$ cat config.mk
export PLATFORM = sky130hd
export DESIGN_NAME = cwd_watchdog
export DESIGN_NICKNAME = d
export VERILOG_FILES = /design/src/design/cwd_pkg.sv /design/src/design/cwd_counter.sv /design/src/design/cwd_watchdog.sv
export SDC_FILE = /design/constraint.sdc
export NUM_CORES = 1
export LEC_CHECK = 0
export BUFFER_PORTS_ARGS = -buffer_cell sky130_fd_sc_hd__clkbuf_2
export CAP_MARGIN = 10
export CORE_UTILIZATION = 52
export DETAILED_ROUTE_END_ITERATION = 16
export PLACE_DENSITY_LB_ADDON = 0.1
export RECOVER_POWER = 100
export SLEW_MARGIN = 40
export SYNTH_ARGS = -nofsm -noshare
export SYNTH_HDL_FRONTEND = slang
export SYNTH_HIERARCHICAL = 1
export SYNTH_SLANG_ARGS = --single-unit
$ cat constraint.sdc
create_clock -name clk_sys -period 6.85 [get_ports clk_sys]
set_input_delay 1.37 -clock clk_sys [delete_from_list [all_inputs] [get_ports clk_sys]]
set_output_delay 1.37 -clock clk_sys [all_outputs]
set_load 0.02 [all_outputs]
$ cat src/design/cwd_pkg.sv
// Purpose: Shared constants and types for the crystal clocked watchdog
// Assumes: Control register reached over the special-function register port
// Notes: Timeouts are counted in crystal ticks, not system clocks
package cwd_pkg;
   localparam logic [7:0] CTL_ADDR = 8'hc0;
   localparam int PRE_MSB = 7;
   localparam int PRE_LSB = 4;
   localparam int IRQ_SEL_BIT = 3;
   localparam int FLAG_BIT = 2;
   localparam int RUN_BIT = 1;
   localparam int UNLOCK_BIT = 0;
   localparam logic [3:0] PRE_RESET = 4'h7;
   localparam logic [3:0] PRE_AUTO_RESET = 4'h8;
   localparam logic [3:0] PRE_DOWNLOAD = 4'h9;
   localparam logic RUN_RESET = 1'b1;
   localparam logic IRQ_SEL_RESET = 1'b0;
   localparam int CRYSTAL_HZ = 32768;
   // 15.6 ms at code zero is 512 crystal ticks; each code doubles it
   localparam int BASE_SHIFT = 9;
   localparam int CNT_W = 16;

   typedef struct packed {
      logic [7:0] addr;
      logic wr;
      logic rd;
      logic [7:0] wdata;
   } cwd_sfr_req_t;

   typedef enum logic [1:0] {
      UL_IDLE = 2'b01,
      UL_ARMED = 2'b10
   } cwd_unlock_t;
endpackage : cwd_pkg

$ cat src/design/cwd_counter.sv
// Purpose: 16-bit crystal tick counter with selectable expiry bit
// Assumes: tick is a one-cycle pulse per crystal period
// Notes: Counter returns to zero on clear or on expiry
`timescale 1ns/100ps
module cwd_counter (
   input wire logic clk_sys,
   input wire logic rst,
   input wire logic tick,
   input wire logic clear,
   input wire logic [2:0] sel,
   output logic expire
);
   logic [cwd_pkg::CNT_W-1:0] count_ff;
   logic [cwd_pkg::CNT_W:0] limit;

   always_comb begin
      limit = 17'(17'h1 << (cwd_pkg::BASE_SHIFT + int'(sel))) - 17'h1;
      expire = tick && ({1'b0, count_ff} == limit);
   end

   always_ff @(posedge clk_sys or posedge rst) begin
      if (rst) begin
         count_ff <= '0;
      end else if (clear || expire) begin
         count_ff <= '0;
      end else if (tick) begin
         count_ff <= count_ff + 16'h1;
      end
   end
endmodule : cwd_counter

$ cat src/design/cwd_watchdog.sv
// Purpose: Watchdog with guarded control register and reset or interrupt response
// Assumes: crystal_in sampled as a synchronous level; rst is the external pin reset
// Notes: Self reset restores configuration but keeps the timeout flag
// Functional notes
// - Reset state: running, two second code, reset
// - Enable zero blocks every reset and interrupt
// - Counter advances on rising crystal edges only
// - 16-bit counter, code picks expiry bit
// - Codes zero to seven double from 15.6ms
// - Code 1000/1001 reset immediately, second to download
// - Response bit selects reset or interrupt
// - Any timeout sets the status flag
// - Flag clears by written zero or pin reset
// - Watchdog reset leaves the flag set
// - Writing enable one restarts counter from zero
// - Control write accepted only after unlock
// - Lock bit low forces enable on, reset response
// - Protection ignores enable and response changes
// - Protection still allows timeout code writes
// - Interrupt is unmaskable by global enable
`timescale 1ns/100ps
module cwd_watchdog (
   input wire logic clk_sys,
   input wire logic rst,
   input wire cwd_pkg::cwd_sfr_req_t sfr,
   output logic [7:0] sfr_rdata,
   input wire logic crystal_in,
   input wire logic protection_lock_bit,
   output logic wdt_sys_reset,
   output logic wdt_download_reset,
   output logic wdt_irq
);
   cwd_pkg::cwd_unlock_t unlock_ff;
   logic crystal_d_ff;
   logic [3:0] pre_ff;
   logic irq_sel_ff;
   logic run_ff;
   logic timeout_flag_ff;
   logic [7:0] rdata_ff;
   logic sys_reset_ff;
   logic download_ff;
   logic irq_ff;
   logic tick;
   logic protect;
   logic eff_run;
   logic eff_irq;
   logic ctl_wr;
   logic ctl_rd;
   logic accept;
   logic kick;
   logic [3:0] wr_pre;
   logic new_run;
   logic imm_auto;
   logic imm_dl;
   logic expire;
   logic exp_reset;
   logic exp_irq;
   logic self_reset;
   logic timeout_evt;

   ////////////////////////////////////////////////////////////////////////////////
   // Decode
   always_comb begin
      tick = crystal_in && !crystal_d_ff;
      protect = !protection_lock_bit;
      eff_run = protect ? 1'b1 : run_ff;
      eff_irq = protect ? 1'b0 : irq_sel_ff;
      ctl_wr = sfr.wr && (sfr.addr == cwd_pkg::CTL_ADDR);
      ctl_rd = sfr.rd && (sfr.addr == cwd_pkg::CTL_ADDR);
      accept = ctl_wr && (unlock_ff == cwd_pkg::UL_ARMED);
      wr_pre = sfr.wdata[cwd_pkg::PRE_MSB:cwd_pkg::PRE_LSB];
      kick = accept && sfr.wdata[cwd_pkg::RUN_BIT];
      new_run = protect ? 1'b1 : sfr.wdata[cwd_pkg::RUN_BIT];
      imm_auto = accept && new_run && (wr_pre == cwd_pkg::PRE_AUTO_RESET);
      imm_dl = accept && new_run && (wr_pre == cwd_pkg::PRE_DOWNLOAD);
      exp_reset = expire && eff_run && !eff_irq;
      exp_irq = expire && eff_run && eff_irq;
      self_reset = exp_reset || imm_auto || imm_dl;
      timeout_evt = self_reset || exp_irq;
   end

   always_ff @(posedge clk_sys or posedge rst) begin
      if (rst) begin
         crystal_d_ff <= 1'b0;
      end else begin
         crystal_d_ff <= crystal_in;
      end
   end

   ////////////////////////////////////////////////////////////////////////////////
   // Counter; clears on kick, stop or self reset, and wraps after interrupt
   cwd_counter u_counter (
      .clk_sys(clk_sys),
      .rst(rst),
      .tick(tick),
      .clear(kick || !eff_run || self_reset),
      .sel(pre_ff[2:0]),
      .expire(expire)
   );

   ////////////////////////////////////////////////////////////////////////////////
   // Unlock sequence
   always_ff @(posedge clk_sys or posedge rst) begin
      if (rst) begin
         unlock_ff <= cwd_pkg::UL_IDLE;
      end else if (unlock_ff == cwd_pkg::UL_ARMED) begin
         if (sfr.wr || sfr.rd) begin
            unlock_ff <= cwd_pkg::UL_IDLE;
         end
      end else if (ctl_wr && sfr.wdata[cwd_pkg::UNLOCK_BIT]) begin
         unlock_ff <= cwd_pkg::UL_ARMED;
      end
   end

   ////////////////////////////////////////////////////////////////////////////////
   // Configuration
   always_ff @(posedge clk_sys or posedge rst) begin
      if (rst) begin
         pre_ff <= cwd_pkg::PRE_RESET;
         run_ff <= cwd_pkg::RUN_RESET;
         irq_sel_ff <= cwd_pkg::IRQ_SEL_RESET;
      end else if (self_reset) begin
         pre_ff <= cwd_pkg::PRE_RESET;
         run_ff <= cwd_pkg::RUN_RESET;
         irq_sel_ff <= cwd_pkg::IRQ_SEL_RESET;
      end else if (accept) begin
         pre_ff <= wr_pre;
         if (!protect) begin
            run_ff <= sfr.wdata[cwd_pkg::RUN_BIT];
            irq_sel_ff <= sfr.wdata[cwd_pkg::IRQ_SEL_BIT];
         end
      end
   end

   // Set wins over a simultaneous written zero
   always_ff @(posedge clk_sys or posedge rst) begin
      if (rst) begin
         timeout_flag_ff <= 1'b0;
      end else if (timeout_evt) begin
         timeout_flag_ff <= 1'b1;
      end else if (accept && !sfr.wdata[cwd_pkg::FLAG_BIT]) begin
         timeout_flag_ff <= 1'b0;
      end
   end

   ////////////////////////////////////////////////////////////////////////////////
   // Responses and read data
   always_ff @(posedge clk_sys or posedge rst) begin
      if (rst) begin
         sys_reset_ff <= 1'b0;
         download_ff <= 1'b0;
         irq_ff <= 1'b0;
      end else begin
         sys_reset_ff <= exp_reset || imm_auto;
         download_ff <= imm_dl;
         irq_ff <= exp_irq;
      end
   end

   always_ff @(posedge clk_sys or posedge rst) begin
      if (rst) begin
         rdata_ff <= 8'h00;
      end else if (ctl_rd) begin
         rdata_ff <= {pre_ff, eff_irq, timeout_flag_ff, eff_run,
                      unlock_ff == cwd_pkg::UL_ARMED};
      end else if (sfr.rd) begin
         rdata_ff <= 8'h00;
      end
   end

   assign sfr_rdata = rdata_ff;
   assign wdt_sys_reset = sys_reset_ff;
   assign wdt_download_reset = download_ff;
   assign wdt_irq = irq_ff;
endmodule : cwd_watchdog

==> results of run 1 <==
layout make-up:
type                       instances  share of cell area [%]
clock buffer                       6                    3.12
inverter                           8                    1.29
clock inverter                     2                   0.431
multi-input combinational        151                    46.1
tap                               48                    2.58
timing repair buffer              33                    6.35
sequential                        37                    40.1
flip-flops by register name, summed over array words and instances, names as in the netlist:
register            flops
crystal_d_ff            1
unlock_ff               2
irq_sel_ff              1
wdt_irq                 1
sfr_rdata               8
wdt_download_reset      1
wdt_sys_reset           1
u_counter/count_ff     16
timeout_flag_ff         1
pre_ff                  4
run_ff                  1
metal layers:
metal,part of all wire (%),wire length [µm],track usage [%],up-vias
met1,43,1990,30.8,818
met5,0,0,0,-
met2,50,2290,41.3,61
met4,1.2,54,8.42,0
met3,5.3,241,5.00,9
li1,-,-,-,828
through the flow:
stage               setup WS [ns]  hold slack [ns]  utilization (%)
floorplan                    2.69            0.459                -
detailed placement           2.11            0.474             60.1
global placement             2.28            0.472             60.1
global route                 1.52            0.524             61.6
CTS                          2.39            0.498             62.3
finish                       1.95            0.493             61.6
logic make-up after synthesis:
kind of cell             after synthesis
flip-flops                            37
adder cells (fa/ha/maj)                3
multiplexers                           8
AND/OR/NAND/NOR                       76
buffers and inverters                 23
XOR/XNOR                              16
AO/OA/AOI/OAI                         48
where the power goes:
group	switching, W	internal, W	leakage (nW)	total (W)
sequential	0.00000181	0.000221	0.496	0.000222
clock	0.0000780	0.0000705	0.0450	0.000149
combinational	0.0000132	0.00000802	0.430	0.0000212
total	0.0000930	0.000299	0.971	0.000392
worst max-delay path, cell delays in order:
cell	delay (ns)
clkbuf_1	0.10
nor2b_1	0.54
o311ai_0	0.24
a21oi_1	0.17
o2111a_1	0.58
and2_0	0.24
inv_1	0.07
a21oi_1	0.24
nor2_1	0.08
o21ai_0	0.07
clkbuf_1	0.56
nor2_1	0.08
nor2_1	0.19
nand4_1	0.13
xor2_1	0.17
a211oi_1	0.25
worst paths after layout:
| check | start | end | cells after the start |
|---|---|---|---|
| max | crystal_in | u_counter/count_ff[15]$_DFFE_PP0P_ | 16 |
| min | sfr_rdata[1]$_DFFE_PP0P_ | sfr_rdata[1]$_DFFE_PP0P_ | 1 |
| max reg2reg | pre_ff[0]$_DFFE_PP1P_ | u_counter/count_ff[15]$_DFFE_PP0P_ | 18 |
| min reg2reg | sfr_rdata[1]$_DFFE_PP0P_ | sfr_rdata[1]$_DFFE_PP0P_ | 1 |
| max in group asynchronous | rst | irq_sel_ff$_DFFE_PP0P_ | 2 |
| min in group asynchronous | rst | u_counter/count_ff[0]$_DFFE_PP0P_ | 2 |
placed cells by master, fill, tap and decap left out, types with 3 or more instances in the layout:
cell,synthesis,layout
clkbuf_1,6,15
nand3_1,7,7
a22o_1,6,6
nor3_1,5,5
clkbuf_8,0,5
inv_1,7,7
a21oi_1,3,3
nor2b_1,8,8
ha_1,3,3
nand2b_1,3,3
o21ai_0,6,6
xor2_1,9,9
clkbuf_2,0,19
dfrtp_1,32,32
xnor2_1,7,7
nand4_1,9,9
o311ai_0,3,3
mux2i_1,8,8
a211oi_1,16,16
dfstp_2,5,5
nor2_1,12,12
nand2_1,14,14
==> summary.md, run 1 <==
| Metric | Value |
|---|---|
| Critical path capture point type | flop |
| Tmin final | approximately 4.9 ns |
| Mux cell area share after synthesis | about 3.8% |
| Final wirelength | around 4600 µm |
| Async SR Flop Fraction | 100% |
| CTS tree | yes |
| Setup Crit Path Kind | input port to flop |
| Fin cells | ~290 |
| Synth Area in Simple Gates | a little over a fifth |
| Largest family of logic cells by synthesized area | simple AND/OR/NAND/NOR gates |
| Dpl cell area | around 2300 µm² |
| Global placer's final weighted congestion | ~0.93 |
| Leakage | between 0.9 and 1 nW |
| Layout area overhead | 9.81% |
| Multi-input logic area | about 1100 µm² |
| Relative slew slack | between 40% and 50% |
| I/O Pins | 33 |
| Die W | 65.8 µm |
| Post-synth top cells | dfrtp_1 (32), a211oi_1 (16), nand2_1 (14) |
| Fmax | about 200 MHz |
| CTS max path bufs | 2 |
| Post-Syn Area | 2120 µm² |
| DRC violations left | 0 |
| Die area | approximately 4300 µm² |
| DR pass1 iterations | 4 |
| Vias in the first global route | 1736 |
| Largest area contributor in the netlist | dfrtp_1 |
| CTS buffer count | 5 |
| Final setup fails | 0 |
| Worst-Skew Late Latency | a little under 0.3 ns |
| Vias post-DR | roughly 1700 |
| # H-tree levels | 2 |
| Maxcap violations | 0 |
| Largest net degree at the start of global routing | 22 |
| First DRT Iteration DRCs | roughly 110 |
| CP Launch Type | input port |
| Crit path max fanout | 17 |
| Yosys warning count | 6 |
| Remaining Overflow, GRT | 0 |
| Nets | between 200 and 300 |
| Data required, critical path | approximately 7 ns |
| Placed cells | between 200 and 300 |
| FF-to-FF setup slack | between 2 and 2.5 ns |
| Worst Skew | ~0.0059 ns |
| Area fraction in compound gates after synthesis | around 18% |
| Initial antenna violation count | 0 |
| Synth Net Count | 236 |
| First-pass GRT wire length | between 7000 and 8000 µm |
| Yosys cell types | 50 |
| FF+latch count, synth | 37 |
| Share of the synthesized area in the top cell type | approximately 38% |
| Period utilisation layout | 71.6% |
| Top FF cell, synth | dfrtp_1 |
| Port Buf Inserts | 32 |
| RSZ-0062 raised after global routing | false |
| Worst Hold Class | flop to flop |
| Antenna Cells | 0 |
| Slew @ Worst Pin | slightly below 0.9 ns |
| Outcome | completed |
| Final TNS setup | 0 ns |
| Number of flops mapped to enable cells by yosys | 0 |
| Filler Cells Inserted | 324 |
| Post-Synth XOR/XNOR Area | between 6 and 7% |
| Worst EP arrival | between 5 and 6 ns |
| Fin. max-slew vios | 0 |
| Mapped Cells | approximately 210 |
| Core ar. | between 3000 and 4000 µm² |
| Clock Pin Slew Worst Setup and Hold Paths | approximately 0.08 ns |
| Syn Area/Cell | about 10 µm² |
| Storage cell area | 932 µm² |
| Number of core rows | 22 |
| PnR Total Power | about 0.00039 W |
| Sequential area share after synthesis | between 40% and 50% |
| GRT Overall Usage | 24.4% |
| Die height | between 60 and 70 µm |
| Hold Fails Final Rpt | 0 |
| Proportion of layout cells with a drive suffix above 1 | about 14% |
| Post-Synth Adder-Cell Area | under 10% |
| # clock sinks | 37 |
| Ranking of synthesized cells by area | dfrtp_1 (38%), dfstp_2 (6.2%), a211oi_1 (5.7%) |
| Initial Utilization | approximately 56% |
| Pwr/cell area | about 170 nW/µm² |
| Max rail drop VDD | about 0.13 mV |
| Most frequent cell after synthesis | dfrtp_1 |
| WL/cell | roughly 16 µm |
| CTS root buf | clkbuf_8 |
| Resized Gates After CTS | 0 |
| Hpwl dp | between 3000 and 4000 µm |
| Final antenna-violating net count | 0 |
| Design Area, Final | about 2300 µm² |
| Via-to-Cell Ratio | between 6 and 7 |
| Post-CTS Setup Bufs | 0 |
| Number of buffers inserted by hold repair at cts | 0 |
Note: power is estimated with default switching activity, not from simulation.
==> run 2, diff against run 1 <==
--- a/config.mk
+++ b/config.mk
@@ -7,7 +7,7 @@
 export LEC_CHECK = 0
 export BUFFER_PORTS_ARGS = -buffer_cell sky130_fd_sc_hd__clkbuf_2
 export CAP_MARGIN = 10
-export CORE_UTILIZATION = 52
+export CORE_UTILIZATION = 51
 export DETAILED_ROUTE_END_ITERATION = 16
 export PLACE_DENSITY_LB_ADDON = 0.1
 export RECOVER_POWER = 100
==> constraint.sdc (replaced) <==
create_clock -name clk_sys -period 3.9 [get_ports clk_sys]
set_input_delay 0.78 -clock clk_sys [delete_from_list [all_inputs] [get_ports clk_sys]]
set_output_delay 0.78 -clock clk_sys [all_outputs]
set_load 0.02 [all_outputs]
==> run 2 against run 1 <==
Compared with the run above: worst hold slack improved by 0.0082 ns; count of clock-buffer cells in the layout unchanged; combinational power increased by 83%; clock skew decreased by 0.00072 ns; sequential share of layout area decreased by 1.7 points; utilization decreased by 0.96 points; routed wire length increased by 7.1%; non-clock buffer count increased by 8; first-iteration DRC count increased by 1.8%; clock power increased by 130%; cell count increased by 3.5%; critical path depth increased by 1.
==> summary.md, run 2 (synthesis results as in run 1) <==
| Metric | Value |
|---|---|
| Pwr/cell area | between 300 and 400 nW/µm² |
| Proportion of layout cells with a drive suffix above 1 | ~18% |
| Period utilisation layout | between 90 and 100% |
| I/O Pins | 33 |
| Number of core rows | 23 |
| Worst-Skew Late Latency | around 0.29 ns |
| Largest register FFs | 16 |
| PnR Total Power | just under 0.0008 W |
| Worst Hold Class | input port to asynchronous set/reset pin |
| Commonest cells after routing, fill and taps aside | dfrtp_1 (32), clkbuf_2 (19), a211oi_1 (16) |
| Outcome | completed |
| Leakage | a little over 1 nW |
| CTS max path bufs | 2 |
| Vias in the first global route | roughly 1700 |
| DRC violations left | 0 |
| Share of power burned in registers | between 50% and 60% |
| Die W | approximately 66 µm |
| Relative slew slack | 46.2% |
| CP cell instances | nand2_1 > inv_1 > ha_1 > nor4_4 > xnor2_1 > a211o_1 > a211oi_4 > and2_0 > inv_1 > a21oi_1 > nor2_1 > o21ai_0 > nor2_1 > nor2_1 > nand4_1 > xor2_1 > a211oi_1 |
| Setup Crit Path Kind | flop to flop |
| Layout area overhead | 14.7% |
| Global placer's final weighted congestion | 0.816 |
| Initial antenna violation count | 0 |
| Multi-input logic area | 1070 µm² |
| Storage cell area | approximately 930 µm² |
| Filler Cells Inserted | approximately 360 |
| First-pass GRT wire length | around 7800 µm |
| Worst path max stage delay | just under 0.6 ns |
| Vias post-DR | around 1800 |
| CP Launch Type | flop |
| Via-to-Cell Ratio | about 6.0 |
| Critical R2R Launch | pre_ff[0]$_DFFE_PP1P_ |
| Placed cells | around 280 |
| Die area | 4410 µm² |
| Bufs and invs on worst path | 2 |
| # H-tree levels | 2 |
| Largest net degree at the start of global routing | 22 |
| Hpwl dp | between 3000 and 4000 µm |
| Die height | between 60 and 70 µm |
| Initial Utilization | roughly 53% |
| FF-to-FF setup slack | ~0.29 ns |
| Internal | 0.000610 W |
| Antenna Cells | 0 |
| Critical path capture point type | flop |
| # clock sinks | 37 |
| Tmin final | ~3.6 ns |
| Fin. max-slew vios | 0 |
| Slew @ Worst Pin | approximately 0.80 ns |
| Worst Skew | roughly 0.0052 ns |
| Clock group share of total power | between 40% and 50% |
| Commonest non-fill, non-tap cell in the layout | dfrtp_1 |
| Net Sw Frac | between 20% and 30% |
| GRT Overall Usage | 23.9% |
| Nets | between 200 and 300 |
| RR Endpoint | u_counter/count_ff[15]$_DFFE_PP0P_ |
| DR pass1 iterations | 4 |
| Number of buffers inserted by hold repair at cts | 0 |
| Critical path's slowest cell | dfstp_2 |
| Data required, critical path | 4.08 ns |
| Worst EP arrival | 3.80 ns |
| Final setup fails | 0 |
| Maxcap violations | 0 |
| RSZ-0062 raised after global routing | false |
| Hold Fails Final Rpt | 0 |
| CTS tree | yes |
| Port Buf Inserts | 32 |
| Max rail drop VDD | 0.163 mV |
| Clock Pin Slew Worst Setup and Hold Paths | ~0.080 ns |
| CTS buffer count | 5 |
| Remaining Overflow, GRT | 0 |
| First DRT Iteration DRCs | 114 |
| Final antenna-violating net count | 0 |
| Crit path max fanout | 10 |
| Reg2Reg Depth | 17 |
| CTS root buf | clkbuf_8 |
| Core ar. | between 4000 and 5000 µm² |
| Final TNS setup | 0 ns |
| Psw | roughly 0.00017 W |
| Fin cells | 295 |
| Fmax | roughly 280 MHz |
| WL/cell | 16.6 µm |
| Logic pwr share | 5.0% |
| Final wirelength | roughly 4900 µm |
| Critical Path Most Common Cell | nor2_1 |
| Critical path's top delay family | compound AO/OA/AOI/OAI gates |
| Top reg by flops | u_counter/count_ff |
[run 2: changes by cell type in the layout (fill, tap and decap cells not counted), sizes merged]
cell / before / now
inv: 7 / 6
clkinvlp: 0 / 1
buf: 0 / 8
bufinv: 0 / 1
clkinv: 3 / 2
[run 2: cell type report]
| type | instances | share of cell area, % |
|---|---|---|
| Multi-Input combinational cell | 151 | 44.3 |
| Sequential cell | 37 | 38.4 |
| Timing Repair Buffer | 41 | 8.56 |
| Clock buffer | 6 | 3.40 |
| Tap cell | 50 | 2.58 |
| Clock inverter | 2 | 1.55 |
| Inverter | 8 | 1.24 |
[run 2: how the worst max path moves through the flow]
stage,startpoint,to,slack [ns],cells past startpoint
floorplan,pre_ff[0]$_DFFE_PP1P_,u_counter/count_ff[14]$_DFFE_PP0P_,0.09,21
global placement,pre_ff[0]$_DFFE_PP1P_,u_counter/count_ff[15]$_DFFE_PP0P_,0.51,17
detailed placement,pre_ff[0]$_DFFE_PP1P_,u_counter/count_ff[14]$_DFFE_PP0P_,0.30,17
CTS,pre_ff[0]$_DFFE_PP1P_,u_counter/count_ff[14]$_DFFE_PP0P_,0.26,17
global route,pre_ff[0]$_DFFE_PP1P_,u_counter/count_ff[14]$_DFFE_PP0P_,0.04,17
finish,pre_ff[0]$_DFFE_PP1P_,u_counter/count_ff[15]$_DFFE_PP0P_,0.29,17
[run 2: through the flow]
step / hold slack [ns] / area, µm² / worst slack [ns] / util (%)
global placement: 0.475 / 2290 / 0.512 / 57.3
detailed placement: 0.483 / 2290 / 0.304 / 57.3
CTS: 0.508 / 2410 / 0.257 / 60.3
floorplan: 0.459 / 2120 / 0.0933 / -
finish: 0.501 / 2430 / 0.288 / 60.7
global route: 0.527 / 2430 / 0.0372 / 60.7
[run 2: power groups by stage]
stage               clock (W)  combinational [W]  sequential, W
CTS                  0.000358          0.0000404       0.000390
finish               0.000348          0.0000388       0.000390
detailed placement          0          0.0000404       0.000398
floorplan                   0          0.0000209       0.000397
global placement            0          0.0000390       0.000398
global route         0.000375          0.0000437       0.000391
[run 2: routing by layer]
layer,part of all wire [%],track usage (%),vias up
li1,-,-,843
met1,44,29.0,878
met2,51,40.2,47
met3,3.8,5.69,6
met4,1.2,10.4,0
met5,0,0,-
[run 2: what timing repair did]
item                                    CTS  global route
buffers inserted                          0             5
endpoints found under the setup margin    0             2
gates resized for setup                   0             1
endpoints found under the hold margin     0             0
==> run 3, diff against run 2 <==
--- a/config.mk
+++ b/config.mk
@@ -8,6 +8,7 @@
 export BUFFER_PORTS_ARGS = -buffer_cell sky130_fd_sc_hd__clkbuf_2
 export CAP_MARGIN = 10
 export CORE_UTILIZATION = 51
+export CTS_BUF_LIST = sky130_fd_sc_hd__clkbuf_16
 export DETAILED_ROUTE_END_ITERATION = 16
 export PLACE_DENSITY_LB_ADDON = 0.1
 export RECOVER_POWER = 100
==> run 3 against run 2 <==
Compared with the run above: flip-flop and latch count stayed put; register-to-register slack better by 0.05 ns; sequential power hardly changed; clock skew is 0.0016 ns lower; critical path type unchanged; setup slack better by 0.050 ns; critical path depth stayed put; design area is 1.9% higher; routed wire length is 0.24% lower; fmax is 1.4% higher.
==> summary.md, run 3 (synthesis results as in run 1) <==
| Metric | Value |
|---|---|
| Outcome | completed |
| Via-to-Cell Ratio | roughly 6 |
| Worst Hold Class | flop to flop |
| CTS tree | yes |
| Worst EP arrival | approximately 3.7 ns |
| Proportion of layout cells with a drive suffix above 1 | 17.6% |
| Port Buf Inserts | 32 |
| # clock sinks | 37 |
| # H-tree levels | 2 |
| DR pass1 iterations | 4 |
| WL/cell | approximately 17 µm |
| Die W | approximately 66 µm |
| Initial antenna violation count | 0 |
| Slew @ Worst Pin | approximately 0.80 ns |
| Top reg by flops | u_counter/count_ff |
| Remaining Overflow, GRT | 0 |
| Hold Fails Final Rpt | 0 |
| Commonest cells after routing, fill and taps aside | dfrtp_1 (32), clkbuf_2 (19), a211oi_1 (16) |
| Global placer's final weighted congestion | 0.816 |
| First-pass GRT wire length | slightly below 8000 µm |
| Final WS setup | 0.338 ns |
| Worst Skew | between 0.003 and 0.004 ns |
| Data required, critical path | slightly above 4 ns |
| Largest register FFs | 16 |
| CP Launch Type | flop |
| Final TNS setup | 0 ns |
| Worst-Skew Late Latency | 0.28 ns |
| Number of core rows | 23 |
| Number of buffers inserted by hold repair at cts | 0 |
| Final antenna-violating net count | 0 |
| GRT Overall Usage | roughly a quarter |
| Fin. max-slew vios | 0 |
| RSZ-0062 raised after global routing | false |
| Met2 routed WL | 2470 µm |
| I/O Pins | 33 |
| DR WL met3 | 182 µm |
| Maxcap violations | 0 |
| Worst path max stage delay | 0.59 ns |
| CTS buffer count | 5 |
| Pre-CTS setup slack | around 0.30 ns |
| Fmax | 281 MHz |
| Die area | approximately 4400 µm² |
| Nets | roughly 270 |
| Vias post-DR | 1783 |
| Core ar. | around 4000 µm² |
| Final wirelength | roughly 4900 µm |
| Initial Utilization | between 50 and 60% |
| Hold_ws | around 0.50 ns |
| DRC violations left | 0 |
| Leakage | roughly 1.0 nW |
| Setup Crit Path Kind | flop to flop |
| Crit path max fanout | 10 |
| CTS max path bufs | 2 |
| Largest net degree at the start of global routing | 22 |
| Hpwl dp | around 3400 µm |
| Critical Path Most Common Cell | nor2_1 |
| Pwr/cell area | 358 nW/µm² |
| Final setup fails | 0 |
| Met1 WL | 2170 µm |
| Commonest non-fill, non-tap cell in the layout | dfrtp_1 |
| Period utilisation layout | 91.3% |
| Max rail drop VDD | between 0.2 and 0.3 mV |
| Die height | 66.4 µm |
| First DRT Iteration DRCs | approximately 100 |
| Vias in the first global route | about 1700 |
| CP cell instances | nand2_1 > inv_1 > ha_1 > nor4_4 > xnor2_1 > a211o_1 > a211oi_4 > and2_0 > inv_1 > a21oi_1 > nor2_1 > o21ai_0 > nor2_1 > nor2_1 > nand4_1 > xor2_1 > a211oi_1 |
| Antenna Cells | 0 |
| Critical path's slowest cell | dfstp_2 |
| Critical path capture point type | flop |
| CTS root buf | clkbuf_16 |
| Layout area overhead | 16.8% |
| DR top layer | met4 |
| Clock Pin Slew Worst Setup and Hold Paths | 0.06 ns |
| Tmin final | approximately 3.6 ns |
| Relative slew slack | roughly 46% |
run 3: changes by cell type in the layout (fill, tap and decap cells not counted):
| cell | before | now |
|---|---|---|
| clkbuf_8 | 6 | 0 |
| clkinv_1 | 2 | 3 |
| clkbuf_16 | 0 | 5 |
run 3: per-layer routing:
| metal | vias to the layer above | global-route usage, % |
|---|---|---|
| met2 | 51 | 40.8 |
| met5 | - | 0 |
| met1 | 883 | 29.6 |
| li1 | 844 | - |
| met3 | 5 | 3.62 |
| met4 | 0 | 13.0 |
run 3: cell type report:
| cell class | instances | area (µm²) |
|---|---|---|
| Tap cell | 50 | 62.6 |
| Timing Repair Buffer | 41 | 208 |
| Multi-Input combinational cell | 151 | 1070 |
| Sequential cell | 37 | 932 |
| Clock buffer | 5 | 125 |
| Inverter | 8 | 30.0 |
| Fill cell | 359 | 1530 |
| Clock inverter | 3 | 41.3 |
run 3: worst paths after layout:
check	to	cells past startpoint	slack, ns	start
max	u_counter/count_ff[15]$_DFFE_PP0P_	17	0.34	pre_ff[0]$_DFFE_PP1P_
min	sfr_rdata[1]$_DFFE_PP0P_	1	0.50	sfr_rdata[1]$_DFFE_PP0P_
max reg2reg	u_counter/count_ff[15]$_DFFE_PP0P_	17	0.34	pre_ff[0]$_DFFE_PP1P_
min reg2reg	sfr_rdata[1]$_DFFE_PP0P_	1	0.50	sfr_rdata[1]$_DFFE_PP0P_
max in group asynchronous	u_counter/count_ff[13]$_DFFE_PP0P_	2	2.93	rst
min in group asynchronous	sfr_rdata[0]$_DFFE_PP0P_	2	0.51	rst
run 3: worst max-delay path, delay by kind of cell, from the launching register on:
family	cells	cell delay [ns]
AO/OA/AOI/OAI	5	1.07
AND/OR/NAND/NOR	7	1.04
flip-flops	1	0.59
adder cells (fa/ha/maj)	1	0.34
XOR/XNOR	2	0.26
buffers and inverters	2	0.16
run 3: repair_timing:
action | CTS | global route
setup buffers | 0 | 5
gates resized for setup | 0 | 1
endpoints found under the setup margin | 0 | 2
run 3: power breakdown:
| part | internal [W] | switching, W |
|---|---|---|
| Clock | 0.000299 | 0.000158 |
| Combinational | 0.0000148 | 0.0000237 |
| Sequential | 0.000388 | 0.00000306 |
| Total | 0.000702 | 0.000184 |
run 3: metrics by stage:
stage,utilization [%],total power [W],std cells,area [µm²]
after floorplan,-,0.000418,211,2120
after global placement,57.3,0.000437,282,2290
after detailed placement,57.3,0.000438,282,2290
after CTS,61.4,0.000895,290,2460
after global routing,61.8,0.000917,295,2470
final,61.8,0.000886,295,2470
